[src/hw/sensor_defs.svh]
// register offsets, field positions, reset values and timing of the sensor block
`ifndef SENSOR_DEFS_SVH
`define SENSOR_DEFS_SVH
`define ADDR_FUNCTION_ENABLE 8'h80
`define ADDR_INTEG_TIME 8'h81
`define ADDR_WAIT_TIME 8'h83
`define ADDR_STATUS 8'h93
`define ADDR_COLOR_BASE 8'h94
`define ADDR_PROX_LO 8'h9c
`define ADDR_PROX_HI 8'h9d
`define BIT_POWER_ON 0
`define BIT_COLOR_EN 1
`define BIT_PROX_EN 2
`define BIT_WAIT_EN 3
`define BIT_LIGHT_IRQ_EN 4
`define BIT_PROX_IRQ_EN 5
`define BIT_GESTURE_EN 6
`define STAT_COLOR_VALID 0
`define STAT_PROX_VALID 1
`define RST_FUNCTION_ENABLE 8'h00
`define RST_INTEG_TIME 8'hff
`define RST_WAIT_TIME 8'hff
`define ENABLE_WRITE_MASK 8'h7f
`define CYCLE_SPAN 9'h100
`define COUNT_PER_CYCLE 19'h00400
`define COUNT_CEILING 19'h0ffff
`define COLOR_CHANNELS 4
`define SAMPLE_W 11
`define STEP_TIME_NS 2780000
`define CLK_PERIOD_NS 25
`endif

[src/hw/sensor_pkg.sv]
// shared types of the sensor enable and timing block
`include "sensor_defs.svh"
package sensor_pkg;
  typedef enum logic [3:0] {
    SEQ_IDLE = 4'b0001,
    SEQ_PROX = 4'b0010,
    SEQ_ALS  = 4'b0100,
    SEQ_WAIT = 4'b1000
  } seq_state_t;
  typedef enum logic [4:0] {
    BUS_IDLE  = 5'b00001,
    BUS_ADDR  = 5'b00010,
    BUS_PTR   = 5'b00100,
    BUS_WRITE = 5'b01000,
    BUS_READ  = 5'b10000
  } bus_state_t;
  typedef struct packed {
    logic       wr;
    logic [7:0] addr;
    logic [7:0] wdata;
  } reg_req_t;
  typedef logic [`COLOR_CHANNELS-1:0][`SAMPLE_W-1:0] color_sample_t;
  typedef struct packed {
    logic light;
    logic prox;
  } irq_req_t;
endpackage

[src/hw/i2c_target.sv]
// two-wire register target: pointer byte, auto-incrementing writes and reads
`timescale 1ns/1ps
`default_nettype none
module i2c_target
  import sensor_pkg::*;
#(
  parameter logic [6:0] DEV_ADDR = 7'h2a // arbitrary value
) (
  input  wire logic       clk_in,
  input  wire logic       rst_b_in,
  input  wire logic       scl_in,
  input  wire logic       sda_in,
  input  wire logic [7:0] rdata_in,
  output reg_req_t        req_out,
  output logic            sda_oe_out
);
  logic [1:0] scl_s_q;
  logic [1:0] sda_s_q;
  logic       scl_p_q;
  logic       sda_p_q;
  logic       start;
  logic       stop;
  logic       rise;
  logic       fall;
  bus_state_t st_q;
  logic [3:0] cnt_q;
  logic [7:0] sh_q;
  logic [7:0] ptr_q;
  logic       ack_q;
  logic       rw_q;
  logic       wr_q;
  logic       oe_q;

  always_ff @(posedge clk_in or negedge rst_b_in) begin
    if (!rst_b_in) begin
      scl_s_q <= 2'h3;
      sda_s_q <= 2'h3;
      scl_p_q <= 1'b1;
      sda_p_q <= 1'b1;
    end else begin
      scl_s_q <= {scl_s_q[0], scl_in};
      sda_s_q <= {sda_s_q[0], sda_in};
      scl_p_q <= scl_s_q[1];
      sda_p_q <= sda_s_q[1];
    end
  end
  assign start = scl_s_q[1] && scl_p_q && sda_p_q && !sda_s_q[1];
  assign stop = scl_s_q[1] && scl_p_q && !sda_p_q && sda_s_q[1];
  assign rise = scl_s_q[1] && !scl_p_q;
  assign fall = !scl_s_q[1] && scl_p_q;

  always_ff @(posedge clk_in or negedge rst_b_in) begin
    if (!rst_b_in) begin
      st_q <= BUS_IDLE;
      cnt_q <= 4'h0;
      sh_q <= 8'h00;
      ptr_q <= 8'h00;
      ack_q <= 1'b0;
      rw_q <= 1'b0;
      wr_q <= 1'b0;
      oe_q <= 1'b0;
    end else begin
      wr_q <= 1'b0;
      if (start) begin
        st_q <= BUS_ADDR;
        cnt_q <= 4'h0;
        ack_q <= 1'b0;
        oe_q <= 1'b0;
      end else if (stop) begin
        st_q <= BUS_IDLE;
        ack_q <= 1'b0;
        oe_q <= 1'b0;
      end else if (st_q == BUS_READ) begin
        if (fall && (cnt_q == 4'ha)) begin
          oe_q <= !rdata_in[7];
          sh_q <= {rdata_in[6:0], 1'b0};
          cnt_q <= 4'h1;
        end else if (fall && (cnt_q < 4'h8)) begin
          oe_q <= !sh_q[7];
          sh_q <= {sh_q[6:0], 1'b0};
          cnt_q <= cnt_q + 4'h1;
        end else if (fall && (cnt_q == 4'h8)) begin
          oe_q <= 1'b0;
          cnt_q <= 4'h9;
        end else if (rise && (cnt_q == 4'h9)) begin
          // a not-acknowledge from the reader ends the burst
          if (sda_s_q[1]) begin
            st_q <= BUS_IDLE;
          end else begin
            ptr_q <= ptr_q + 8'h01;
            cnt_q <= 4'ha;
          end
        end
      end else if (st_q != BUS_IDLE) begin
        if (rise && (cnt_q < 4'h8) && !ack_q) begin
          sh_q <= {sh_q[6:0], sda_s_q[1]};
          cnt_q <= cnt_q + 4'h1;
        end else if (fall && (cnt_q == 4'h8) && !ack_q) begin
          ack_q <= 1'b1;
          oe_q <= 1'b1;
          if (st_q == BUS_ADDR) begin
            rw_q <= sh_q[0];
            if (sh_q[7:1] != DEV_ADDR) begin
              st_q <= BUS_IDLE;
              ack_q <= 1'b0;
              oe_q <= 1'b0;
            end
          end else if (st_q == BUS_PTR) begin
            ptr_q <= sh_q;
          end else begin
            wr_q <= 1'b1;
          end
        end else if (fall && ack_q) begin
          ack_q <= 1'b0;
          oe_q <= 1'b0;
          cnt_q <= 4'h0;
          if ((st_q == BUS_ADDR) && rw_q) begin
            st_q <= BUS_READ;
            oe_q <= !rdata_in[7];
            sh_q <= {rdata_in[6:0], 1'b0};
            cnt_q <= 4'h1;
          end else if (st_q == BUS_ADDR) begin
            st_q <= BUS_PTR;
          end else if (st_q == BUS_PTR) begin
            st_q <= BUS_WRITE;
          end else begin
            ptr_q <= ptr_q + 8'h01;
          end
        end
      end
    end
  end
  assign req_out = '{wr: wr_q, addr: ptr_q, wdata: sh_q};
  assign sda_oe_out = oe_q;
endmodule
`default_nettype wire

[src/hw/sensor_enable_and_als_timing.sv]
// top: enable and timing registers, measurement sequencer, colour result capture
`timescale 1ns/1ps
`default_nettype none
`include "sensor_defs.svh"

// Overview of operation
// writing power-on as one starts the oscillator so timers and converters run
// writing power-on as zero stops oscillator and clears prox and colour enables
// host sets power-on only after all other configuration is written
// colour-enable bit turns light and colour measurement on or off
// prox-enable bit turns proximity measurement on or off
// wait bit starts the wait timer between cycles, zero disables it
// light interrupts pass only while the light interrupt enable is set
// proximity interrupts pass only while the prox interrupt enable is set
// gesture enable lets gesture start on mode field or prox above entry level
// host writes a function's configuration before setting its enable
// host avoids changing control values while measurements run
// integration lasts 256 minus integration field steps of 2.78 ms
// integration field resets to 0xff, a single integration cycle
// colour results saturate at smaller of 65535 and 1024 per cycle
// enable register resets to zero, every function and oscillator off
// wait timer pauses 256 minus wait field steps of 2.78 ms
// with power off timers stop, results hold, registers stay reachable
module sensor_enable_and_als_timing
  import sensor_pkg::*;
#(
  parameter int STEP_CYCLES = `STEP_TIME_NS / `CLK_PERIOD_NS,
  parameter logic [6:0] DEV_ADDR = 7'h2a // arbitrary value
) (
  input  wire logic       ref_clk_in,
  input  wire logic       rst_b_in,
  input  wire logic       scl_in,
  input  wire logic       sda_in,
  output logic            sda_out,
  output logic            sda_oe_out,
  input  wire color_sample_t color_sample_in,
  input  wire logic [15:0] prox_sample_in,
  input  wire logic       gesture_mode_in,
  input  wire logic [15:0] gesture_entry_thr_in,
  input  wire irq_req_t   irq_req_in,
  output logic            osc_run_out,
  output logic            color_active_out,
  output logic            prox_active_out,
  output logic            wait_active_out,
  output logic            light_irq_out,
  output logic            prox_irq_out,
  output logic            gesture_active_out
);
  localparam int CH = `COLOR_CHANNELS;

  logic [1:0] rst_sync_q;
  logic       rst_b;

  always_ff @(posedge ref_clk_in or negedge rst_b_in) begin
    if (!rst_b_in) begin
      rst_sync_q <= 2'h0;
    end else begin
      rst_sync_q <= {rst_sync_q[0], 1'b1};
    end
  end
  assign rst_b = rst_sync_q[1];

  reg_req_t   req;
  logic [7:0] rdata;

  i2c_target #(
    .DEV_ADDR(DEV_ADDR)
  ) u_bus (
    .clk_in    (ref_clk_in),
    .rst_b_in  (rst_b),
    .scl_in    (scl_in),
    .sda_in    (sda_in),
    .rdata_in  (rdata),
    .req_out   (req),
    .sda_oe_out(sda_oe_out)
  );
  // open drain: only ever pulls low
  assign sda_out = 1'b0;

  logic [7:0] enable_q;
  logic [7:0] als_integration_time_q;
  logic [7:0] wait_time_field_q;
  logic       wr_enable;
  logic       osc_run;
  logic       color_en;
  logic       prox_en;
  logic       wait_en;

  assign wr_enable = req.wr && (req.addr == `ADDR_FUNCTION_ENABLE);

  always_ff @(posedge ref_clk_in or negedge rst_b) begin
    if (!rst_b) begin
      enable_q <= `RST_FUNCTION_ENABLE;
    end else if (wr_enable) begin
      enable_q <= req.wdata & `ENABLE_WRITE_MASK;
      if (!req.wdata[`BIT_POWER_ON]) begin
        enable_q[`BIT_COLOR_EN] <= 1'b0;
        enable_q[`BIT_PROX_EN] <= 1'b0;
      end
    end
  end

  always_ff @(posedge ref_clk_in or negedge rst_b) begin
    if (!rst_b) begin
      als_integration_time_q <= `RST_INTEG_TIME;
      wait_time_field_q <= `RST_WAIT_TIME;
    end else if (req.wr && (req.addr == `ADDR_INTEG_TIME)) begin
      als_integration_time_q <= req.wdata;
    end else if (req.wr && (req.addr == `ADDR_WAIT_TIME)) begin
      wait_time_field_q <= req.wdata;
    end
  end

  assign osc_run = enable_q[`BIT_POWER_ON];
  assign color_en = enable_q[`BIT_COLOR_EN];
  assign prox_en = enable_q[`BIT_PROX_EN];
  assign wait_en = enable_q[`BIT_WAIT_EN];
  assign osc_run_out = osc_run;

  logic step;

  step_timer #(
    .STEP_CYCLES(STEP_CYCLES)
  ) u_step (
    .clk_in  (ref_clk_in),
    .rst_b_in(rst_b),
    .run_in  (osc_run),
    .step_out(step)
  );

  seq_state_t state_q;
  logic [8:0] step_cnt_q;
  logic [8:0] als_cycles;
  logic [8:0] wait_cycles;
  logic       als_step;
  logic       als_done;
  logic       prox_done;
  logic       wait_last;

  assign als_cycles = `CYCLE_SPAN - {1'b0, als_integration_time_q};
  assign wait_cycles = `CYCLE_SPAN - {1'b0, wait_time_field_q};
  assign als_step = step && (state_q == SEQ_ALS) && color_en;
  assign als_done = als_step && ((step_cnt_q + 9'h001) == als_cycles);
  assign prox_done = step && (state_q == SEQ_PROX) && prox_en;
  assign wait_last = step && ((step_cnt_q + 9'h001) == wait_cycles);

  always_ff @(posedge ref_clk_in or negedge rst_b) begin
    if (!rst_b) begin
      state_q <= SEQ_IDLE;
      step_cnt_q <= 9'h000;
    end else if (!osc_run) begin
      state_q <= SEQ_IDLE;
      step_cnt_q <= 9'h000;
    end else begin
      unique case (state_q)
        SEQ_IDLE: begin
          step_cnt_q <= 9'h000;
          if (prox_en) begin
            state_q <= SEQ_PROX;
          end else if (color_en) begin
            state_q <= SEQ_ALS;
          end
        end
        SEQ_PROX: begin
          if (!prox_en) begin
            state_q <= SEQ_IDLE;
          end else if (step) begin
            step_cnt_q <= 9'h000;
            if (color_en) begin
              state_q <= SEQ_ALS;
            end else if (wait_en) begin
              state_q <= SEQ_WAIT;
            end else begin
              state_q <= SEQ_IDLE;
            end
          end
        end
        SEQ_ALS: begin
          if (!color_en) begin
            state_q <= SEQ_IDLE;
          end else if (als_done) begin
            step_cnt_q <= 9'h000;
            state_q <= wait_en ? SEQ_WAIT : SEQ_IDLE;
          end else if (step) begin
            step_cnt_q <= step_cnt_q + 9'h001;
          end
        end
        SEQ_WAIT: begin
          if (!wait_en || wait_last) begin
            state_q <= SEQ_IDLE;
            step_cnt_q <= 9'h000;
          end else if (step) begin
            step_cnt_q <= step_cnt_q + 9'h001;
          end
        end
      endcase
    end
  end

  assign color_active_out = (state_q == SEQ_ALS);
  assign prox_active_out = (state_q == SEQ_PROX);
  assign wait_active_out = (state_q == SEQ_WAIT);

  // per-cycle ceiling; never above the 16-bit limit
  logic [18:0] cycle_cap;
  logic [18:0] sat_limit;
  logic [CH-1:0][15:0] color_word;

  assign cycle_cap = 19'(als_cycles * `COUNT_PER_CYCLE);
  assign sat_limit = (cycle_cap > `COUNT_CEILING) ? `COUNT_CEILING : cycle_cap;

  for (genvar ch = 0; ch < CH; ch++) begin : g_chan
    logic [15:0] acc_q;
    logic [15:0] result_q;
    logic [18:0] sum;
    logic [15:0] acc_next;
    // first step of a cycle starts from zero rather than last result
    assign sum = ((step_cnt_q == 9'h000) ? 19'h00000 : {3'h0, acc_q})
               + {8'h00, color_sample_in[ch]};
    assign acc_next = (sum > sat_limit) ? sat_limit[15:0] : sum[15:0];
    always_ff @(posedge ref_clk_in or negedge rst_b) begin
      if (!rst_b) begin
        acc_q <= 16'h0000;
      end else if (als_step) begin
        acc_q <= acc_next;
      end
    end
    always_ff @(posedge ref_clk_in or negedge rst_b) begin
      if (!rst_b) begin
        result_q <= 16'h0000;
      end else if (als_done) begin
        result_q <= acc_next;
      end
    end
    assign color_word[ch] = result_q;
  end

  logic [15:0] prox_q;
  logic        color_valid_q;
  logic        prox_valid_q;

  always_ff @(posedge ref_clk_in or negedge rst_b) begin
    if (!rst_b) begin
      prox_q <= 16'h0000;
    end else if (prox_done) begin
      prox_q <= prox_sample_in;
    end
  end

  // a new result wins over a clear from a disabled function
  always_ff @(posedge ref_clk_in or negedge rst_b) begin
    if (!rst_b) begin
      color_valid_q <= 1'b0;
      prox_valid_q <= 1'b0;
    end else begin
      if (als_done) begin
        color_valid_q <= 1'b1;
      end else if (!color_en) begin
        color_valid_q <= 1'b0;
      end
      if (prox_done) begin
        prox_valid_q <= 1'b1;
      end else if (!prox_en) begin
        prox_valid_q <= 1'b0;
      end
    end
  end

  logic light_irq_q;
  logic prox_irq_q;
  logic gesture_q;

  always_ff @(posedge ref_clk_in or negedge rst_b) begin
    if (!rst_b) begin
      light_irq_q <= 1'b0;
      prox_irq_q <= 1'b0;
      gesture_q <= 1'b0;
    end else begin
      light_irq_q <= irq_req_in.light && enable_q[`BIT_LIGHT_IRQ_EN];
      prox_irq_q <= irq_req_in.prox && enable_q[`BIT_PROX_IRQ_EN];
      gesture_q <= enable_q[`BIT_GESTURE_EN] && osc_run
                && (gesture_mode_in || (prox_q > gesture_entry_thr_in));
    end
  end
  assign light_irq_out = light_irq_q;
  assign prox_irq_out = prox_irq_q;
  assign gesture_active_out = gesture_q;

  logic [7:0] color_off;
  assign color_off = req.addr - `ADDR_COLOR_BASE;

  // reads never depend on the oscillator
  always_comb begin
    rdata = 8'h00;
    if (req.addr == `ADDR_FUNCTION_ENABLE) begin
      rdata = enable_q;
    end else if (req.addr == `ADDR_INTEG_TIME) begin
      rdata = als_integration_time_q;
    end else if (req.addr == `ADDR_WAIT_TIME) begin
      rdata = wait_time_field_q;
    end else if (req.addr == `ADDR_STATUS) begin
      rdata[`STAT_COLOR_VALID] = color_valid_q;
      rdata[`STAT_PROX_VALID] = prox_valid_q;
    end else if ((req.addr >= `ADDR_COLOR_BASE) && (req.addr < `ADDR_PROX_LO)) begin
      rdata = color_off[0] ? color_word[color_off[2:1]][15:8]
                           : color_word[color_off[2:1]][7:0];
    end else if (req.addr == `ADDR_PROX_LO) begin
      rdata = prox_q[7:0];
    end else if (req.addr == `ADDR_PROX_HI) begin
      rdata = prox_q[15:8];
    end
  end

  logic [8:0] als_seen_q;
  always_ff @(posedge ref_clk_in or negedge rst_b) begin
    if (!rst_b) begin
      als_seen_q <= 9'h000;
    end else if (state_q != SEQ_ALS) begin
      als_seen_q <= 9'h000;
    end else if (step) begin
      als_seen_q <= als_seen_q + 9'h001;
    end
  end
endmodule
`default_nettype wire

[src/hw/step_timer.sv]
// step pulse divider that runs only while the oscillator is on
`timescale 1ns/1ps
`default_nettype none
`include "sensor_defs.svh"
module step_timer #(
  parameter int STEP_CYCLES = `STEP_TIME_NS / `CLK_PERIOD_NS
) (
  input  wire logic clk_in,
  input  wire logic rst_b_in,
  input  wire logic run_in,
  output logic      step_out
);
  localparam int W = $clog2(STEP_CYCLES + 1);
  localparam logic [W-1:0] LAST = W'(STEP_CYCLES - 1);
  logic [W-1:0] cnt_q;
  logic         step_q;

  always_ff @(posedge clk_in or negedge rst_b_in) begin
    if (!rst_b_in) begin
      cnt_q <= '0;
      step_q <= 1'b0;
    end else if (!run_in) begin
      // restart from zero so a new power-on gives a full first step
      cnt_q <= '0;
      step_q <= 1'b0;
    end else begin
      step_q <= (cnt_q == LAST);
      cnt_q <= (cnt_q == LAST) ? '0 : cnt_q + W'(1);
    end
  end
  assign step_out = step_q;
endmodule
`default_nettype wire

[config.mk]
export PLATFORM = sky130hd
export DESIGN_NAME = sensor_enable_and_als_timing
export DESIGN_NICKNAME = d
export VERILOG_FILES = /design/src/hw/sensor_pkg.sv /design/src/hw/i2c_target.sv /design/src/hw/sensor_enable_and_als_timing.sv /design/src/hw/step_timer.sv
export VERILOG_INCLUDE_DIRS = /design/src /design/src/hw
export SDC_FILE = /design/constraint.sdc
export NUM_CORES = 1
export LEC_CHECK = 0
export BUFFER_PORTS_ARGS = -buffer_cell sky130_fd_sc_hd__buf_2
export CELL_PAD_IN_SITES_DETAIL_PLACEMENT = 1
export CELL_PAD_IN_SITES_GLOBAL_PLACEMENT = 2
export CORE_AREA = 2 2 189 265
export CTS_CLUSTER_SIZE = 40
export DETAILED_ROUTE_END_ITERATION = 8
export DIE_AREA = 0 0 191 267
export PLACE_DENSITY_LB_ADDON = 0.1
export SETUP_SLACK_MARGIN = 0.3
export SYNTH_ARGS = -nofsm -noshare
export SYNTH_HDL_FRONTEND = slang
export SYNTH_HIERARCHICAL = 1
export SYNTH_SLANG_ARGS = --single-unit
[constraint.sdc]
create_clock -name ref_clk_in -period 7.7 [get_ports ref_clk_in]
set_clock_uncertainty 0.05 [all_clocks]
set_input_delay 0.385 -clock ref_clk_in [delete_from_list [all_inputs] [get_ports ref_clk_in]]
set_output_delay 0.385 -clock ref_clk_in [all_outputs]
set_load 0.005 [all_outputs]
==> out/results.ini <==
[sta]
final.setup.tns_ps = 0
period_share_pct = 86.61
final_hold_viol_count = 0
drv_slew = 0
fin_crit_ps = 6669
fmax_mhz = 149.9
rsz0062_at_grt = false
tightestPinTransition_ps = 1214
setup_violations = 0
slew_headroom_pct = 18.52

[clock_tree]
htreeDepth = 1
cts_tree = done
cts.path.max_buffers = 3
numCtsBuffers = 29
cts.sinks = 240
cts_resized = 0
clk_latency_ps = 570
path_clk_slew_ps = 60
cts-root-buf = clkbuf_16

[route]
drcViolationCount = 0
highest_layer = met4
post_drt_wl_per_cell_um = 21.99
vias = 14780
drt-total-wl_mm = 58.33
first_pass_iters = 4
drtIter0Drc = 519
m1WireLength_mm = 22.43
vias_per_cell = 5.574
met2WireLength_mm = 32.75
met3_length_mm = 1.365
ant_nets = 0

[critical_path]
cp-start-kind = register
worst-setup-path-type = register to register
critPathMaxStageDelay_ps = 480
cp.arrival_ps = 7020
crit_required_ps = 8050
slowest_stage = nand2_2
path_buf_inv = 4
cp_top_family = compound AO/OA/AOI/OAI gates
worst-path-max-fanout = 24
endpoint_kind = register

[logic_synthesis]
synthSimpleGateAreaFrac_pct = 19.02
synth_edf_count = 0
synthMostInstantiatedCell = nand2_1
yosys.area_share.adder_pct = 10.47
ys_ff_latch = 240
synth_area_leaders = dfrtp_1, ha_1, nand2_1
avgSynthCellArea_sq_um = 9.013
synth.mux.area_fraction_pct = 8.330
synth_compound_area_share_pct = 18.25
seq_area_frac_synth_pct = 34.97
synth_top_area_cell = dfrtp_1
synth_area_sq_mm = 0.01726
synth-main-ff-cell = dfrtp_1
synth_top_cell_area_share_pct = 31.32
synthCells = 1915
synthDistinctLibCells = 101
async_reset_ff_share_pct = 100.0
synth-xor-area-share_pct = 4.545
synth_top_family_by_area = simple AND/OR/NAND/NOR gates
ys_warn_count = 6
synth_common_cells = nand2_1, dfrtp_1, o21ai_0

[global_route]
grt_max_degree = 96
groute.usage.overall_pct = 23.27
grt-ovfl-total = 0
grt_pass1_wl_mm = 92.23
grt_pass1_vias = 16040
antenna_found_initial = 0

[power]
p_leak_nw = 9.260
comb_power_share_pct = 7.4
netSwitchingFraction_pct = 24.86
pwr-share-clk_pct = 47.9
vdd_ir_drop_max_mv = 0.1468
power.density_mw_per_mm2 = 153.5
switchingPower_uw = 745.5
seqPwrFrac_pct = 44.7
p_int_mw = 2.254

[layout]
drive_gt1_share_pct = 14.19
area_delta_synth_final_pct = 13.19
final_core_util_pct = 40.16
antenna_cells = 0
fin_nets = 2219

[placement]
dp_hpwl_mm = 44.99
place_congestion = 0.8379
port_buffers = 90

[floorplan]
fp.coreArea_sq_mm = 0.04865
die_h_um = 267
rows = 96
die_area_sq_mm = 0.05100
die_w_um = 191
io_pins = 92
start_util_pct = 35.48

[outcome]
status = finished clean

[min_path]
hp-class = input pin to async pin

[run]
drv_cap = 0

==> stage by stage <==
stage,hold WS (ps),worst slack [ps],power [mW],area [sq um],instances
after floorplan,39.41,508.4,1.481,17270,1919
after global placement,121.3,1183,1.574,18350,2579
after detailed placement,124.9,983.1,1.580,18350,2579
after CTS,39.15,932.3,3.057,19540,2652
after global routing,94.11,361.4,3.123,19540,2652
final,70.21,1031,2.999,19540,2652
==> placed cells by master (no fill, tap or decap), types with 43 or more instances in the layout <==
master	synthesis	final
nand3_1	47	46
buf_2	17	90
o21ai_0	155	154
mux2_2	43	43
dfrtp_1	216	215
a21oi_1	81	81
nand2_1	236	235
nor2_1	109	109
ha_1	138	138
inv_1	91	91
and2_1	51	51
xnor2_1	62	62
mux2i_1	57	57
==> cell type report <==
| class | count | area (sq um) |
|---|---|---|
| Multi-Input combinational cell | 1498 | 10540 |
| Sequential cell | 240 | 6040 |
| Fill cell | 5687 | 29110 |
| Tap cell | 637 | 797.0 |
| Clock buffer | 45 | 865.8 |
| Clock inverter | 7 | 110.1 |
| Timing Repair Buffer | 133 | 838.3 |
| Inverter | 92 | 345.3 |
==> layer usage <==
| metal | up-vias | GRT usage, % |
|---|---|---|
| met2 | 200 | 46.78 |
| li1 | 7067 | - |
| met5 | - | 0 |
| met1 | 7427 | 24.81 |
| met3 | 89 | 2.301 |
| met4 | 0 | 7.438 |
==> final timing paths <==
check	from	end	slack, ps	cells past startpoint
max	step_cnt_q[0]	g_chan[1].result_q[7]	1030	26
min reg2reg	rst_sync_q[1]	g_chan[0].acc_q[8]	210	0
max in group asynchronous	rst_sync_q[1]	u_step/cnt_q[11]	5440	2
min in group ref_clk_in	gesture_mode_in	gesture_active_out	250	5
min	rst_b_in	rst_sync_q[1]	70	2
max reg2reg	step_cnt_q[0]	g_chan[1].result_q[7]	1030	26
==> logic make-up (layout without fill, tap and decap cells) <==
group                      count (synthesis)  count (layout)
xor gates and xnor gates                  88              88
DFF                                      240             240
other                                      2               6
AOI/OAI and AO/OA                        490             490
adders and majority gates                142             142
buffers and inverters                    181             277
muxes                                    118             118
and+or+nand+nor                          654             654
==> worst reg2reg max path, stage by stage (launching register included) <==
cell and delay, ps:
dfrtp_1 460, inv_1 140, ha_1 150, nor4b_1 350, nand2_2 480, and2_1 360
ha_1 200, inv_1 70, fa_1 200, nor2b_1 60, o21ai_0 240, a21boi_0 200
o31ai_1 460, a21oi_1 210, o21a_1 240, mux2i_1 250, inv_1 80, ha_1 300
a21o_1 190, a21o_1 170, a21oi_1 190, nand2_1 80, o211a_1 240, o31ai_4 450
buf_4 330, mux2i_1 270, o21ai_0 100
==> what timing repair did <==
item	CTS	global route
buffers inserted	0	0
endpoints found under the hold margin	22	0
hold buffers	21	0
==> power groups by stage <==
stage          Clock, mW  Sequential [mW]  Combinational (mW)
6_report            1.44             1.34               0.221
3_5_place_dp           0             1.36               0.216
4_1_cts             1.49             1.34               0.226
5_1_grt             1.53             1.34               0.252
2_1_floorplan          0             1.35               0.131
3_3_place_gp           0             1.36               0.210
==> sequential cells by signal, indices dropped and copies added, names as in the netlist, 2 cells and up <==
signal                  count
wait_time_field_q           8
u_bus/scl_s_q               2
rst_sync_q                  2
g_chan.result_q            64
prox_q                     16
enable_q                    7
state_q                     4
u_bus/cnt_q                 4
g_chan.acc_q               64
u_bus/sda_s_q               2
als_integration_time_q      8
u_bus/st_q                  5
step_cnt_q                  9
u_bus/ptr_q                 8
u_step/cnt_q               17
u_bus/sh_q                  8
No activity file was read; power rests on OpenSTA's default activity.
